**src/rtl/dsa_pkg.sv**
```systemverilog
// constants for the sound-field dsp serial audio ports: register map, control fields, formats and timing.
// assumes a 100 MHz apb clock and a 24-bit internal data bus word.
package dsa_pkg;
   // apb register byte offsets
   localparam logic [7:0]  OFS_CTRL      = 8'h00;   // control fields
   localparam logic [7:0]  OFS_STATUS    = 8'h04;   // link state
   localparam logic [7:0]  OFS_GIN_L     = 8'h08;   // general input, left word
   localparam logic [7:0]  OFS_GIN_R     = 8'h0C;   // general input, right word
   localparam logic [7:0]  OFS_AIN_L     = 8'h10;   // adc input, left word
   localparam logic [7:0]  OFS_AIN_R     = 8'h14;   // adc input, right word
   // control field positions and reset value
   localparam int          CTL_RATE_LSB  = 0;       // bit_clock_rate_field, 2 bits
   localparam int          CTL_GIN_LSB   = 2;       // general_in_format_field, 2 bits
   localparam int          CTL_GOUT_LSB  = 4;       // general_out_format_field, 2 bits
   localparam int          CTL_AIN_BIT   = 6;       // adc_in_length_bit
   localparam int          CTL_D1_BIT    = 7;       // dac1_out_length_bit
   localparam int          CTL_MASTER    = 8;       // 1: device makes both clocks
   localparam int          CTL_ADC_LOOP  = 9;       // 1: adc input port fed by internal adc
   localparam int          CTL_WIDTH     = 10;
   localparam logic [9:0]  CTL_RESET     = 10'h000;
   // bit clock rate codes
   localparam logic [1:0]  RATE_64       = 2'h0;
   localparam logic [1:0]  RATE_48       = 2'h2;
   localparam logic [1:0]  RATE_32       = 2'h1;
   // slots per half sample period
   localparam logic [5:0]  HALF_64       = 6'h20;
   localparam logic [5:0]  HALF_48       = 6'h18;
   localparam logic [5:0]  HALF_32       = 6'h10;
   // word lengths
   localparam logic [5:0]  LEN_16        = 6'h10;
   localparam logic [5:0]  LEN_20        = 6'h14;
   localparam logic [5:0]  LEN_24        = 6'h18;
   // two-bit format codes of the general ports
   localparam logic [1:0]  FMT_M16       = 2'h0;
   localparam logic [1:0]  FMT_M24       = 2'h1;
   localparam logic [1:0]  FMT_L16       = 2'h2;
   localparam logic [1:0]  FMT_L24       = 2'h3;
   // holding register destinations named by the program
   localparam logic [2:0]  DST_GEN_L     = 3'h0;
   localparam logic [2:0]  DST_GEN_R     = 3'h1;
   localparam logic [2:0]  DST_D1_L      = 3'h2;
   localparam logic [2:0]  DST_D1_R      = 3'h3;
   localparam logic [2:0]  DST_D2_L      = 3'h4;
   localparam logic [2:0]  DST_D2_R      = 3'h5;
   // input sources read by the program; others read as zero
   localparam logic [2:0]  SRC_GIN_L     = 3'h0;
   localparam logic [2:0]  SRC_GIN_R     = 3'h1;
   localparam logic [2:0]  SRC_AIN_L     = 3'h2;
   localparam logic [2:0]  SRC_AIN_R     = 3'h3;
   // master bit clock: 160 ns period from the 10 ns clock
   localparam int          CLK_PERIOD_NS = 10;
   localparam int          BCLK_NS       = 160;
   localparam int          BCLK_HALF_CYC = BCLK_NS / (2 * CLK_PERIOD_NS);
   localparam logic [5:0]  MASTER_BITS   = 6'h3F;   // last bit index of a 64-bit frame
endpackage : dsa_pkg

```
**src/rtl/dsa_serial_ports.sv**
```systemverilog
// serial audio port logic of the sound-field dsp: two input ports, six serial outputs, master clock maker.
// assumes an apb master on pclk, a dsp core on pclk writing holding registers, and pins from another domain.
// Function
// - general output: 24/16 msb or 16 lsb
// - dac1 output port: 20/16 msb only
// - holding register loads on program write strobe
// - msb outputs send previous period's sample
// - frame rise copies holds into shift words
// - writes near period end may miss
// - master drives frame and 64fs bit clock
// - inputs sampled on bit clock rise
// - outputs change on bit clock fall
// - rate field selects 64, 48, 32 bits
// - general input format field four formats
// - general output format field three formats
// - at 32fs general ports 16 msb
// - adc input length bit, 20 or 16
// - adc serial output 20 or 16 bits
// - dac1 output length bit, 20 or 16
// - dac1 serial input always 20 msb
// - dac2 port and input 20 msb
// - input words latched, shown next period
// - adc input connectable internally to the internal adc
//
// The register addresses and register access over APB were decided locally.
module dsa_serial_ports
   import dsa_pkg::*;
#(
   parameter int BCLK_HALF = BCLK_HALF_CYC       // pclk cycles per master bit clock half period
)(
   // clock and reset
   input  wire logic        pclk,
   input  wire logic        presetn,
   // apb slave
   input  wire logic        psel,
   input  wire logic        penable,
   input  wire logic        pwrite,
   input  wire logic [7:0]  paddr,
   input  wire logic [31:0] pwdata,
   output logic      [31:0] prdata,
   output logic             pready,
   output logic             pslverr,
   // dsp core side on pclk
   input  wire logic        core_wr_stb,
   input  wire logic [2:0]  core_dest_sel,
   input  wire logic [23:0] internal_data_bus,
   input  wire logic [2:0]  source_select_field,
   output logic      [23:0] core_rd_data,
   input  wire logic [19:0] adc_sample_l,
   input  wire logic [19:0] adc_sample_r,
   // serial clocks, two-way
   input  wire logic        frame_clock_in,
   output logic             frame_clock_out,
   output logic             frame_clock_oe_n,
   input  wire logic        bit_clock_in,
   output logic             bit_clock_out,
   output logic             bit_clock_oe_n,
   // serial data
   input  wire logic        general_in_port,
   input  wire logic        adc_in_port,
   output logic             general_out_port,
   output logic             dac1_out_port,
   output logic             dac1_serial_input,
   output logic             dac2_out_port,
   output logic             dac2_serial_input,
   output logic             adc_serial_output
);
   localparam int NOUT = 6;                      // serial outputs
   localparam int NIN  = 2;                      // serial inputs

   // bit of a left-aligned word for a slot, zero outside the word
   function automatic logic bit_at(input logic [23:0] w, input logic [5:0] len, input logic lsb,
                                   input logic [5:0] slot, input logic [5:0] half);
      logic [5:0] k;
      logic       ok;
      k  = lsb ? 6'(slot - (half - len)) : slot;
      ok = lsb ? (slot >= 6'(half - len)) : (slot < len);
      return ok ? w[5'(6'h17 - k)] : 1'b0;
   endfunction

   // received half period to left-aligned word, low bits zero
   function automatic logic [23:0] rx_align(input logic [31:0] sh, input logic [5:0] len, input logic lsb,
                                             input logic [5:0] half);
      logic [31:0] t;
      t = lsb ? (sh << 6'(6'h20 - len)) : (sh << 6'(6'h20 - half));
      return t[31:8] & ~(24'hFFFFFF >> len);
   endfunction

   // control register and derived formats
   logic [CTL_WIDTH-1:0] ctrl_q;
   logic                 master;
   logic [5:0]           half;
   logic [5:0]           gin_len, gout_len, ain_len, d1_len, adc_len;
   logic                 gin_lsb, gout_lsb;
   logic [1:0]           gin_fmt, gout_fmt;

   always_comb begin
      master   = ctrl_q[CTL_MASTER];
      gin_fmt  = ctrl_q[CTL_GIN_LSB +: 2];
      gout_fmt = ctrl_q[CTL_GOUT_LSB +: 2];
      // master mode always runs 64 bits per period; the unlisted code 11 is taken as 64
      if (master || ctrl_q[CTL_RATE_LSB +: 2] == RATE_64 || ctrl_q[CTL_RATE_LSB +: 2] == 2'h3) begin
         half = HALF_64;
      end else if (ctrl_q[CTL_RATE_LSB +: 2] == RATE_48) begin
         half = HALF_48;
      end else begin
         half = HALF_32;
      end
      // general input formats; 24 lsb only fits a 32-slot half
      gin_len  = (gin_fmt == FMT_M24 || gin_fmt == FMT_L24) ? LEN_24 : LEN_16;
      gin_lsb  = (gin_fmt == FMT_L16) || (gin_fmt == FMT_L24 && half == HALF_64);
      // general output formats; code 11 falls back to 16 msb
      gout_len = (gout_fmt == FMT_M24) ? LEN_24 : LEN_16;
      gout_lsb = (gout_fmt == FMT_L16);
      ain_len  = ctrl_q[CTL_AIN_BIT] ? LEN_16 : LEN_20;
      d1_len   = ctrl_q[CTL_D1_BIT] ? LEN_16 : LEN_20;
      adc_len  = (half == HALF_32) ? LEN_16 : LEN_20;
      // a 16-slot half only carries 16-bit msb words whatever the fields say
      if (half == HALF_32) begin
         gin_len  = LEN_16;
         gin_lsb  = 1'b0;
         gout_len = LEN_16;
         gout_lsb = 1'b0;
         ain_len  = LEN_16;
         d1_len   = LEN_16;
      end
   end

   // master clock maker: divider toggles the bit clock, frame flips every 32 bits
   logic [$clog2(BCLK_HALF+1)-1:0] div_q;
   logic                           mbclk_q, mframe_q;
   logic [5:0]                     mbit_q;

   always_ff @(posedge pclk or negedge presetn) begin
      if (!presetn) begin
         div_q    <= '0;
         mbclk_q  <= 1'b1;
         mframe_q <= 1'b0;
         mbit_q   <= 6'h00;
      end else if (!master) begin
         div_q    <= '0;                         // held still so the first master bit is whole
         mbclk_q  <= 1'b1;
      end else if (div_q == ($clog2(BCLK_HALF+1))'(BCLK_HALF - 1)) begin
         div_q   <= '0;
         mbclk_q <= ~mbclk_q;
         if (mbclk_q) begin
            // falling edge: advance the bit and flip the frame at each half boundary
            mbit_q <= (mbit_q == MASTER_BITS) ? 6'h00 : 6'(mbit_q + 6'h01);
            if (mbit_q == MASTER_BITS) begin
               mframe_q <= 1'b1;
            end else if (mbit_q == 6'h1F) begin
               mframe_q <= 1'b0;
            end
         end
      end else begin
         div_q <= ($clog2(BCLK_HALF+1))'(div_q + 1'b1);
      end
   end

   // clock pins: drive in master mode, oe low while driving
   always_ff @(posedge pclk or negedge presetn) begin
      if (!presetn) begin
         frame_clock_out  <= 1'b0;
         bit_clock_out    <= 1'b1;
         frame_clock_oe_n <= 1'b1;
         bit_clock_oe_n   <= 1'b1;
      end else begin
         frame_clock_out  <= mframe_q;
         bit_clock_out    <= mbclk_q;
         frame_clock_oe_n <= ~master;
         bit_clock_oe_n   <= ~master;
      end
   end

   // synchronisers; master mode feeds its own clocks through the same depth so data stays aligned
   logic [3:0] s1_q, s2_q;
   logic       bclk_prev_q, fall_q;

   always_ff @(posedge pclk or negedge presetn) begin
      if (!presetn) begin
         s1_q        <= 4'h0;
         s2_q        <= 4'h0;
         bclk_prev_q <= 1'b1;
         fall_q      <= 1'b0;
      end else begin
         s1_q        <= {master ? mbclk_q : bit_clock_in, master ? mframe_q : frame_clock_in,
                         general_in_port, adc_in_port};
         s2_q        <= s1_q;
         bclk_prev_q <= s2_q[3];
         fall_q      <= bclk_prev_q & ~s2_q[3];  // a cycle late so the frame level has settled
      end
   end

   logic rise_ev, frame_s, ain_bit;
   assign rise_ev = ~bclk_prev_q & s2_q[3];
   assign frame_s = s2_q[2];
   assign ain_bit = ctrl_q[CTL_ADC_LOOP] ? adc_serial_output : s2_q[0];

   // slot counter per half; a frame level change at a fall opens a new half
   logic [5:0] slot_q, slot_nx;
   logic       frame_prev_q, half_end, frame_rise;
   assign half_end   = fall_q & (frame_s != frame_prev_q);
   assign frame_rise = half_end & frame_s;                              // frame high is the left half
   assign slot_nx    = half_end ? 6'h00 : ((slot_q == 6'h3F) ? slot_q : 6'(slot_q + 6'h01));

   always_ff @(posedge pclk or negedge presetn) begin
      if (!presetn) begin
         slot_q       <= 6'h00;
         frame_prev_q <= 1'b0;
      end else if (fall_q) begin
         slot_q       <= slot_nx;
         frame_prev_q <= frame_s;
      end
   end

   // holding registers written by the program, the whole 24-bit bus word
   logic [23:0] hold_q [NOUT];
   logic [23:0] ps_q   [NOUT];

   always_ff @(posedge pclk or negedge presetn) begin
      if (!presetn) begin
         for (int i = 0; i < 6; i++) begin
            hold_q[i] <= 24'h000000;
         end
      end else if (core_wr_stb && core_dest_sel <= DST_D2_R) begin
         // a write just before the frame rise may land after the copy; program must keep clear
         hold_q[core_dest_sel] <= internal_data_bus;
      end
   end

   // shift words: copied at frame rise, so outputs carry last period's sample
   always_ff @(posedge pclk or negedge presetn) begin
      if (!presetn) begin
         for (int i = 0; i < 6; i++) begin
            ps_q[i] <= 24'h000000;
         end
      end else if (frame_rise) begin
         for (int i = 0; i < 6; i++) begin
            ps_q[i] <= hold_q[i];
         end
      end
   end

   // internal adc words latched with the frame, left-aligned
   logic [23:0] adcw_q [2];
   always_ff @(posedge pclk or negedge presetn) begin
      if (!presetn) begin
         adcw_q[0] <= 24'h000000;
         adcw_q[1] <= 24'h000000;
      end else if (frame_rise) begin
         adcw_q[0] <= {adc_sample_l, 4'h0};
         adcw_q[1] <= {adc_sample_r, 4'h0};
      end
   end

   // per-output word source and format; the left half uses the word copied this very edge
   logic [23:0] ow_l [NOUT], ow_r [NOUT];
   logic [5:0]  olen [NOUT];
   logic        olsb [NOUT];
   logic        obit_q [NOUT];
   always_comb begin
      for (int i = 0; i < 3; i++) begin
         ow_l[2*i] = frame_rise ? hold_q[2*i] : ps_q[2*i];
         ow_r[2*i] = ps_q[2*i+1];
      end
      ow_l[1] = ow_l[2];                          // dac1 serial input shares dac1 port words
      ow_r[1] = ow_r[2];
      ow_l[3] = ow_l[4];                          // dac2 serial input shares dac2 port words
      ow_r[3] = ow_r[4];
      ow_l[5] = frame_rise ? {adc_sample_l, 4'h0} : adcw_q[0];
      ow_r[5] = adcw_q[1];
      olen[0] = gout_len;  olsb[0] = gout_lsb;
      olen[1] = LEN_20;    olsb[1] = 1'b0;
      olen[2] = d1_len;    olsb[2] = 1'b0;
      olen[3] = LEN_20;    olsb[3] = 1'b0;
      olen[4] = LEN_20;    olsb[4] = 1'b0;
      olen[5] = adc_len;   olsb[5] = 1'b0;
   end

   // serialisers: one bit per slot, changed only at the bit clock fall
   for (genvar g = 0; g < NOUT; g++) begin : g_out
      always_ff @(posedge pclk or negedge presetn) begin
         if (!presetn) begin
            obit_q[g] <= 1'b0;
         end else if (fall_q) begin
            obit_q[g] <= bit_at(frame_s ? ow_l[g] : ow_r[g], olen[g], olsb[g], slot_nx, half);
         end
      end
   end
   assign general_out_port  = obit_q[0];
   assign dac1_serial_input = obit_q[1];
   assign dac1_out_port     = obit_q[2];
   assign dac2_serial_input = obit_q[3];
   assign dac2_out_port     = obit_q[4];
   assign adc_serial_output = obit_q[5];

   // receivers: shift on the rise, cut the word out at each half end
   logic [31:0] rsh_q  [NIN];
   logic [23:0] rxh_q  [NIN];                     // left word waiting for its partner
   logic [23:0] rxv_q  [2*NIN];                   // words shown to the bus, l/r per port
   logic [5:0]  ilen   [NIN];
   logic        ilsb   [NIN];
   logic        ibit   [NIN];
   always_comb begin
      ilen[0] = gin_len;  ilsb[0] = gin_lsb;  ibit[0] = s2_q[1];
      ilen[1] = ain_len;  ilsb[1] = 1'b0;     ibit[1] = ain_bit;
   end

   for (genvar g = 0; g < NIN; g++) begin : g_in
      always_ff @(posedge pclk or negedge presetn) begin
         if (!presetn) begin
            rsh_q[g] <= 32'h00000000;
         end else if (rise_ev) begin
            rsh_q[g] <= {rsh_q[g][30:0], ibit[g]};
         end
      end
      always_ff @(posedge pclk or negedge presetn) begin
         if (!presetn) begin
            rxh_q[g]     <= 24'h000000;
            rxv_q[2*g]   <= 24'h000000;
            rxv_q[2*g+1] <= 24'h000000;
         end else if (half_end && !frame_s) begin
            rxh_q[g] <= rx_align(rsh_q[g], ilen[g], ilsb[g], half);
         end else if (frame_rise) begin
            // pair complete: shown on the bus through the next period
            rxv_q[2*g]   <= rxh_q[g];
            rxv_q[2*g+1] <= rx_align(rsh_q[g], ilen[g], ilsb[g], half);
         end
      end
   end

   // program reads of the input words; no source drives zero
   always_ff @(posedge pclk or negedge presetn) begin
      if (!presetn) begin
         core_rd_data <= 24'h000000;
      end else if (source_select_field <= SRC_AIN_R) begin
         core_rd_data <= rxv_q[source_select_field[1:0]];
      end else begin
         core_rd_data <= 24'h000000;
      end
   end

   // frame counter for status
   logic [15:0] frames_q;
   always_ff @(posedge pclk or negedge presetn) begin
      if (!presetn) begin
         frames_q <= 16'h0000;
      end else if (frame_rise) begin
         frames_q <= frames_q + 16'h0001;
      end
   end

   // apb slave: answer prepared in setup, pready high in the first access cycle
   logic        hit;
   logic [31:0] rd;
   always_comb begin
      hit = 1'b1;
      unique case (paddr)
         OFS_CTRL:   rd = {22'h0, ctrl_q};
         OFS_STATUS: rd = {frames_q, 7'h00, frame_s, 2'h0, slot_q};
         OFS_GIN_L:  rd = {8'h00, rxv_q[0]};
         OFS_GIN_R:  rd = {8'h00, rxv_q[1]};
         OFS_AIN_L:  rd = {8'h00, rxv_q[2]};
         OFS_AIN_R:  rd = {8'h00, rxv_q[3]};
         default: begin
            rd  = 32'h00000000;          // unmapped reads zero with an error
            hit = 1'b0;
         end
      endcase
   end

   always_ff @(posedge pclk or negedge presetn) begin
      if (!presetn) begin
         pready  <= 1'b0;
         prdata  <= 32'h00000000;
         pslverr <= 1'b0;
      end else begin
         pready  <= psel & ~penable & ~pready;
         prdata  <= (psel & ~penable & ~pwrite) ? rd : 32'h00000000;
         pslverr <= psel & ~penable & ~hit;
      end
   end

   // control write at the completing access edge; only the control register is writable
   always_ff @(posedge pclk or negedge presetn) begin
      if (!presetn) begin
         ctrl_q <= CTL_RESET;
      end else if (psel && penable && pready && pwrite && paddr == OFS_CTRL) begin
         ctrl_q <= pwdata[CTL_WIDTH-1:0];
      end
   end

   // checks
   a_out_on_fall: assert property (@(posedge pclk) disable iff (!presetn)
      $changed(general_out_port) |-> $past(fall_q)) else $error("output changed off a fall");
   a_rx_on_rise: assert property (@(posedge pclk) disable iff (!presetn)
      $changed(rsh_q[0]) |-> $past(rise_ev)) else $error("input shifted off a rise");
   a_master_64: assert property (@(posedge pclk) disable iff (!presetn)
      master |-> half == HALF_64) else $error("master not 64 slots");
   a_ps_on_frame: assert property (@(posedge pclk) disable iff (!presetn)
      $changed(ps_q[0]) |-> $past(frame_rise)) else $error("shift word loaded off frame rise");
   a_hold_on_wr: assert property (@(posedge pclk) disable iff (!presetn)
      $changed(hold_q[4]) |-> $past(core_wr_stb) && $past(core_dest_sel) == DST_D2_L) else $error("hold loaded unasked");
   a_rate32_fmt: assert property (@(posedge pclk) disable iff (!presetn)
      half == HALF_32 |-> gin_len == LEN_16 && gout_len == LEN_16 && !gin_lsb && !gout_lsb) else $error("32fs format");
   a_adc_len: assert property (@(posedge pclk) disable iff (!presetn)
      (half != HALF_32) == (adc_len == LEN_20)) else $error("adc output length");
   a_unused_low: assert property (@(posedge pclk) disable iff (!presetn)
      fall_q && slot_nx >= LEN_20 |=> !dac2_out_port) else $error("unused slot not low");
   a_bus_pad: assert property (@(posedge pclk) disable iff (!presetn)
      frame_rise && gin_len == LEN_16 |=> rxv_q[1][7:0] == 8'h00) else $error("input word not zero padded");
endmodule : dsa_serial_ports

```
**config.mk**
```make
export PLATFORM = sky130hd
export DESIGN_NAME = dsa_serial_ports
export DESIGN_NICKNAME = d
export VERILOG_FILES = /design/src/rtl/dsa_pkg.sv /design/src/rtl/dsa_serial_ports.sv
export SDC_FILE = /design/constraint.sdc
export NUM_CORES = 1
export LEC_CHECK = 0
export ABC_AREA = 1
export ABC_CLOCK_PERIOD_IN_PS = 3100
export CORE_ASPECT_RATIO = 1.4
export CORE_UTILIZATION = 40
export DETAILED_ROUTE_END_ITERATION = 7
export DONT_BUFFER_PORTS = 1
export PLACE_DENSITY_LB_ADDON = 0.2
export SYNTH_ARGS = -nofsm -noshare
export SYNTH_HDL_FRONTEND = slang
export SYNTH_SLANG_ARGS = --single-unit
```
**constraint.sdc**
```tcl
create_clock -name pclk -period 3.1 [get_ports pclk]
set_clock_uncertainty 0.05 [all_clocks]
set_input_delay 0.62 -clock pclk [delete_from_list [all_inputs] [get_ports pclk]]
set_output_delay 0.62 -clock pclk [all_outputs]
set_load 0.005 [all_outputs]
```
==> metrics.yaml <==
status: "complete, no violations"
synth_top_cell_area_share_pct: 57.2
r2r_setup_slack_ns: 0.41
cts-root-buf: "clkbuf_16"
p_clk_share_pct: 38.0
hold_viol_final: 0
worst_pin_slew_ns: 1.16
overflow: 0
synth_seq_cells: 645
grt_pass1_wl_um: 125000
p_sw_mw: 6.46
synth_edf_count: 0
synth_top_family_by_area: "simple AND/OR/NAND/NOR gates"
drive_above_1_share_pct: 6.20
crit_family: "simple AND/OR/NAND/NOR gates"
ir_drop_uv: 418
synth_adder_area_share_pct: 0.402
yosys_warnings: 0
die_w_um: 226
cts_buffer_depth: 3
synth_mux_area_share_pct: 0.0804
ys_async_sr_fraction_pct: 100
yosysTopAreaCell: "dfrtp_1"
maxCapViolCount: 0
finalWirelength_um: 79600
mappedNetlistArea_um2: 28000
clk_latency_ns: 0.62
p_leak_nw: 15.0
syn_inst: 3295
core_area_um2: 69200
netlist_top_cells_area: "dfrtp_1 (57%), nand2_1 (15%), o21ai_0 (9.2%)"
nFillCells: 6811
worst_path_max_delay_cell: "dfrtp_1"
clk_pin_slew_ns: 0.06
final_util_pct: 45.1
fmaxAchievable_ghz: 0.371
dp.cells: 4093
power_mw: 21.3
drc: 0
initial_core_util_pct: 40.5
die_h_um: 315
worstPathArrival_ns: 3.20
grt.total_usage_pct: 22.9
rsz0062_at_grt: "no"
combPwrFrac_pct: 17.1
p_int_mw: 14.9
cts_hold_buf: 3
slew_viol_final: 0
layout_min_cycle_time_ns: 2.69
crit_chain: "nand2_2 -> nor2_8 -> buf_12 -> buf_4 -> nand2_1 -> nand2_1 -> o211ai_1 -> nand3_1 -> nand2_1 -> nand2_1 -> nand3_1 -> nand2_1 -> nand2_1 -> nand2_1"
endpoint_kind: "flop"
seqPwrFrac_pct: 44.9
syn2layout_area_growth_pct: 11.4
final_area_um2: 31200
num_vias: 21900
worstPathRequired_ns: 3.60
avgSynthCellArea_um2: 8.50
cts_htree_levels: 3
critPathKind: "reg -> reg"
power.density_nw_per_um2: 684
io_pins: 188
std_cell_rows: 114
synth_compound_area_share_pct: 14.1
grt_pass1_vias: 21600
synth_nets: 3424
drt-pass1-iter-count: 6
synth_xor_area_share_pct: 0.563
crit_path_max_fanout: 83
reg2reg_to: "adc_serial_output"
hold_ws_ns: 0.0425
clkSinkCount: 645
post-cts-setup-buffers: 0
crit_top_cell: "nand2_1"
place_area_um2: 28900
cts_made_buffers: 67
gp_congestion: 0.853
avgViaCountPerCell: 5.18
crit_start: "fall_q"
swShare_pct: 30.3
start_kind: "flop"
post_cts_resized: 0
synth_ff_type: "dfrtp_1"
path_buf_inv: 2
final_cells: 4223
seq_area_frac_synth_pct: 57.6
pre_cts_ws_ns: 0.421
setup_ws_ns: 0.405
yosysUniqueCellTypes: 50
dp_hpwl_um: 52000
dieArea_um2: 71100
reg2reg_depth: 14
grt_start_max_net_pins: 646
nets: 3371
avgRoutedWirePerCell_um: 18.9
fin_crit_sh_pct: 86.9
hold_path.class: "in -> async"
io_buffers: 0
timing.rr.start: "fall_q"
antenna_found_initial: 5
tns_ns: 0
cts_tree: "done"
relSlewSlack_pct: 22.8
finalSetupViolations: 0
ant_nets: 0
drtIter0Drc: 1875
synth-simple-area-share_pct: 19.9
critPathMaxStageDelay_ns: 0.63
cells by family (layout without fill, tap and decap cells):
group / Yosys count / after routing
AOI/OAI and AO/OA: 735 / 735
xor gates and xnor gates: 18 / 18
other: 0 / 3
buffers and inverters: 499 / 496
muxes: 2 / 2
adders and majority gates: 9 / 9
and+or+nand+nor: 1387 / 1387
DFF: 645 / 645
state kept, by name (all words and copies together), names as in the netlist, 4 cells and up:
register	count
hold_q	144
rxv_q	88
ow_r	72
ps_q	72
rsh_q	64
rxh_q	44
adcw_q	40
prdata	32
core_rd_data	24
frames_q	16
ctrl_q	10
mbit_q	6
slot_q	6
div_q	4
s1_q	4
s2_q	4
worst max path at each step:
stage	to	slack (ns)	cells past startpoint
finish	adc_serial_output	0.41	14
global route	rxv_q[58]	0.12	14
CTS	frames_q[15]	0.40	10
detailed placement	general_out_port	0.42	16
global placement	general_out_port	0.41	17
floorplan	general_out_port	0.77	16
cell usage in the layout (no fill, tap or decap), types with 45 or more instances in the layout:
| cell | Yosys | routed |
|---|---|---|
| nand2_1 | 1091 | 1090 |
| dfrtp_1 | 641 | 640 |
| o21ai_0 | 515 | 515 |
| inv_1 | 306 | 305 |
| nor2_1 | 121 | 120 |
| nand3_1 | 120 | 120 |
| a21oi_1 | 96 | 96 |
| clkbuf_16 | 0 | 69 |
| o211ai_1 | 59 | 59 |
| buf_4 | 18 | 45 |
cell type report:
| class | instances | area [µm²] | share of cell area (%) |
|---|---|---|---|
| Antenna cell | 3 | 7.51 | 0.0240 |
| Clock buffer | 98 | 1920 | 6.14 |
| Clock inverter | 21 | 270 | 0.866 |
| Inverter | 314 | 1180 | 3.80 |
| Multi-Input combinational cell | 2151 | 9840 | 31.5 |
| Sequential cell | 645 | 16100 | 51.7 |
| Tap cell | 928 | 1160 | 3.72 |
| Timing Repair Buffer | 63 | 688 | 2.20 |
power groups by stage:
stage	logic [mW]	clock network (mW)	registers, mW
after floorplan	2.37	0	9.55
after global placement	3.48	0	9.70
after detailed placement	3.51	0	9.73
after CTS	3.53	8.32	9.58
after global routing	4.06	8.68	9.66
final	3.64	8.11	9.59
cell usage after synthesis, types with 6 or more instances:
library cell	instances
nand2_1	1091
dfrtp_1	641
o21ai_0	515
inv_1	306
nor2_1	121
nand3_1	120
clkbuf_1	111
a21oi_1	96
o211ai_1	59
buf_2	47
o22ai_1	33
buf_4	18
nor3_1	13
xor2_1	11
ha_1	9
a211oi_1	8
a221oi_1	7
xnor2_1	7
buf_6	6
nand3_2	6
o21ai_1	6
routing by layer:
layer | routed length, µm | GRT usage, % | up-vias
met2 | 41400 | 40.6 | 570
met3 | 3750 | 3.55 | 140
li1 | - | - | 10500
met4 | 3070 | 9.93 | 2
met5 | 11 | 0 | -
met1 | 31400 | 27.5 | 10700
Note: power is estimated with default switching activity, not from simulation.
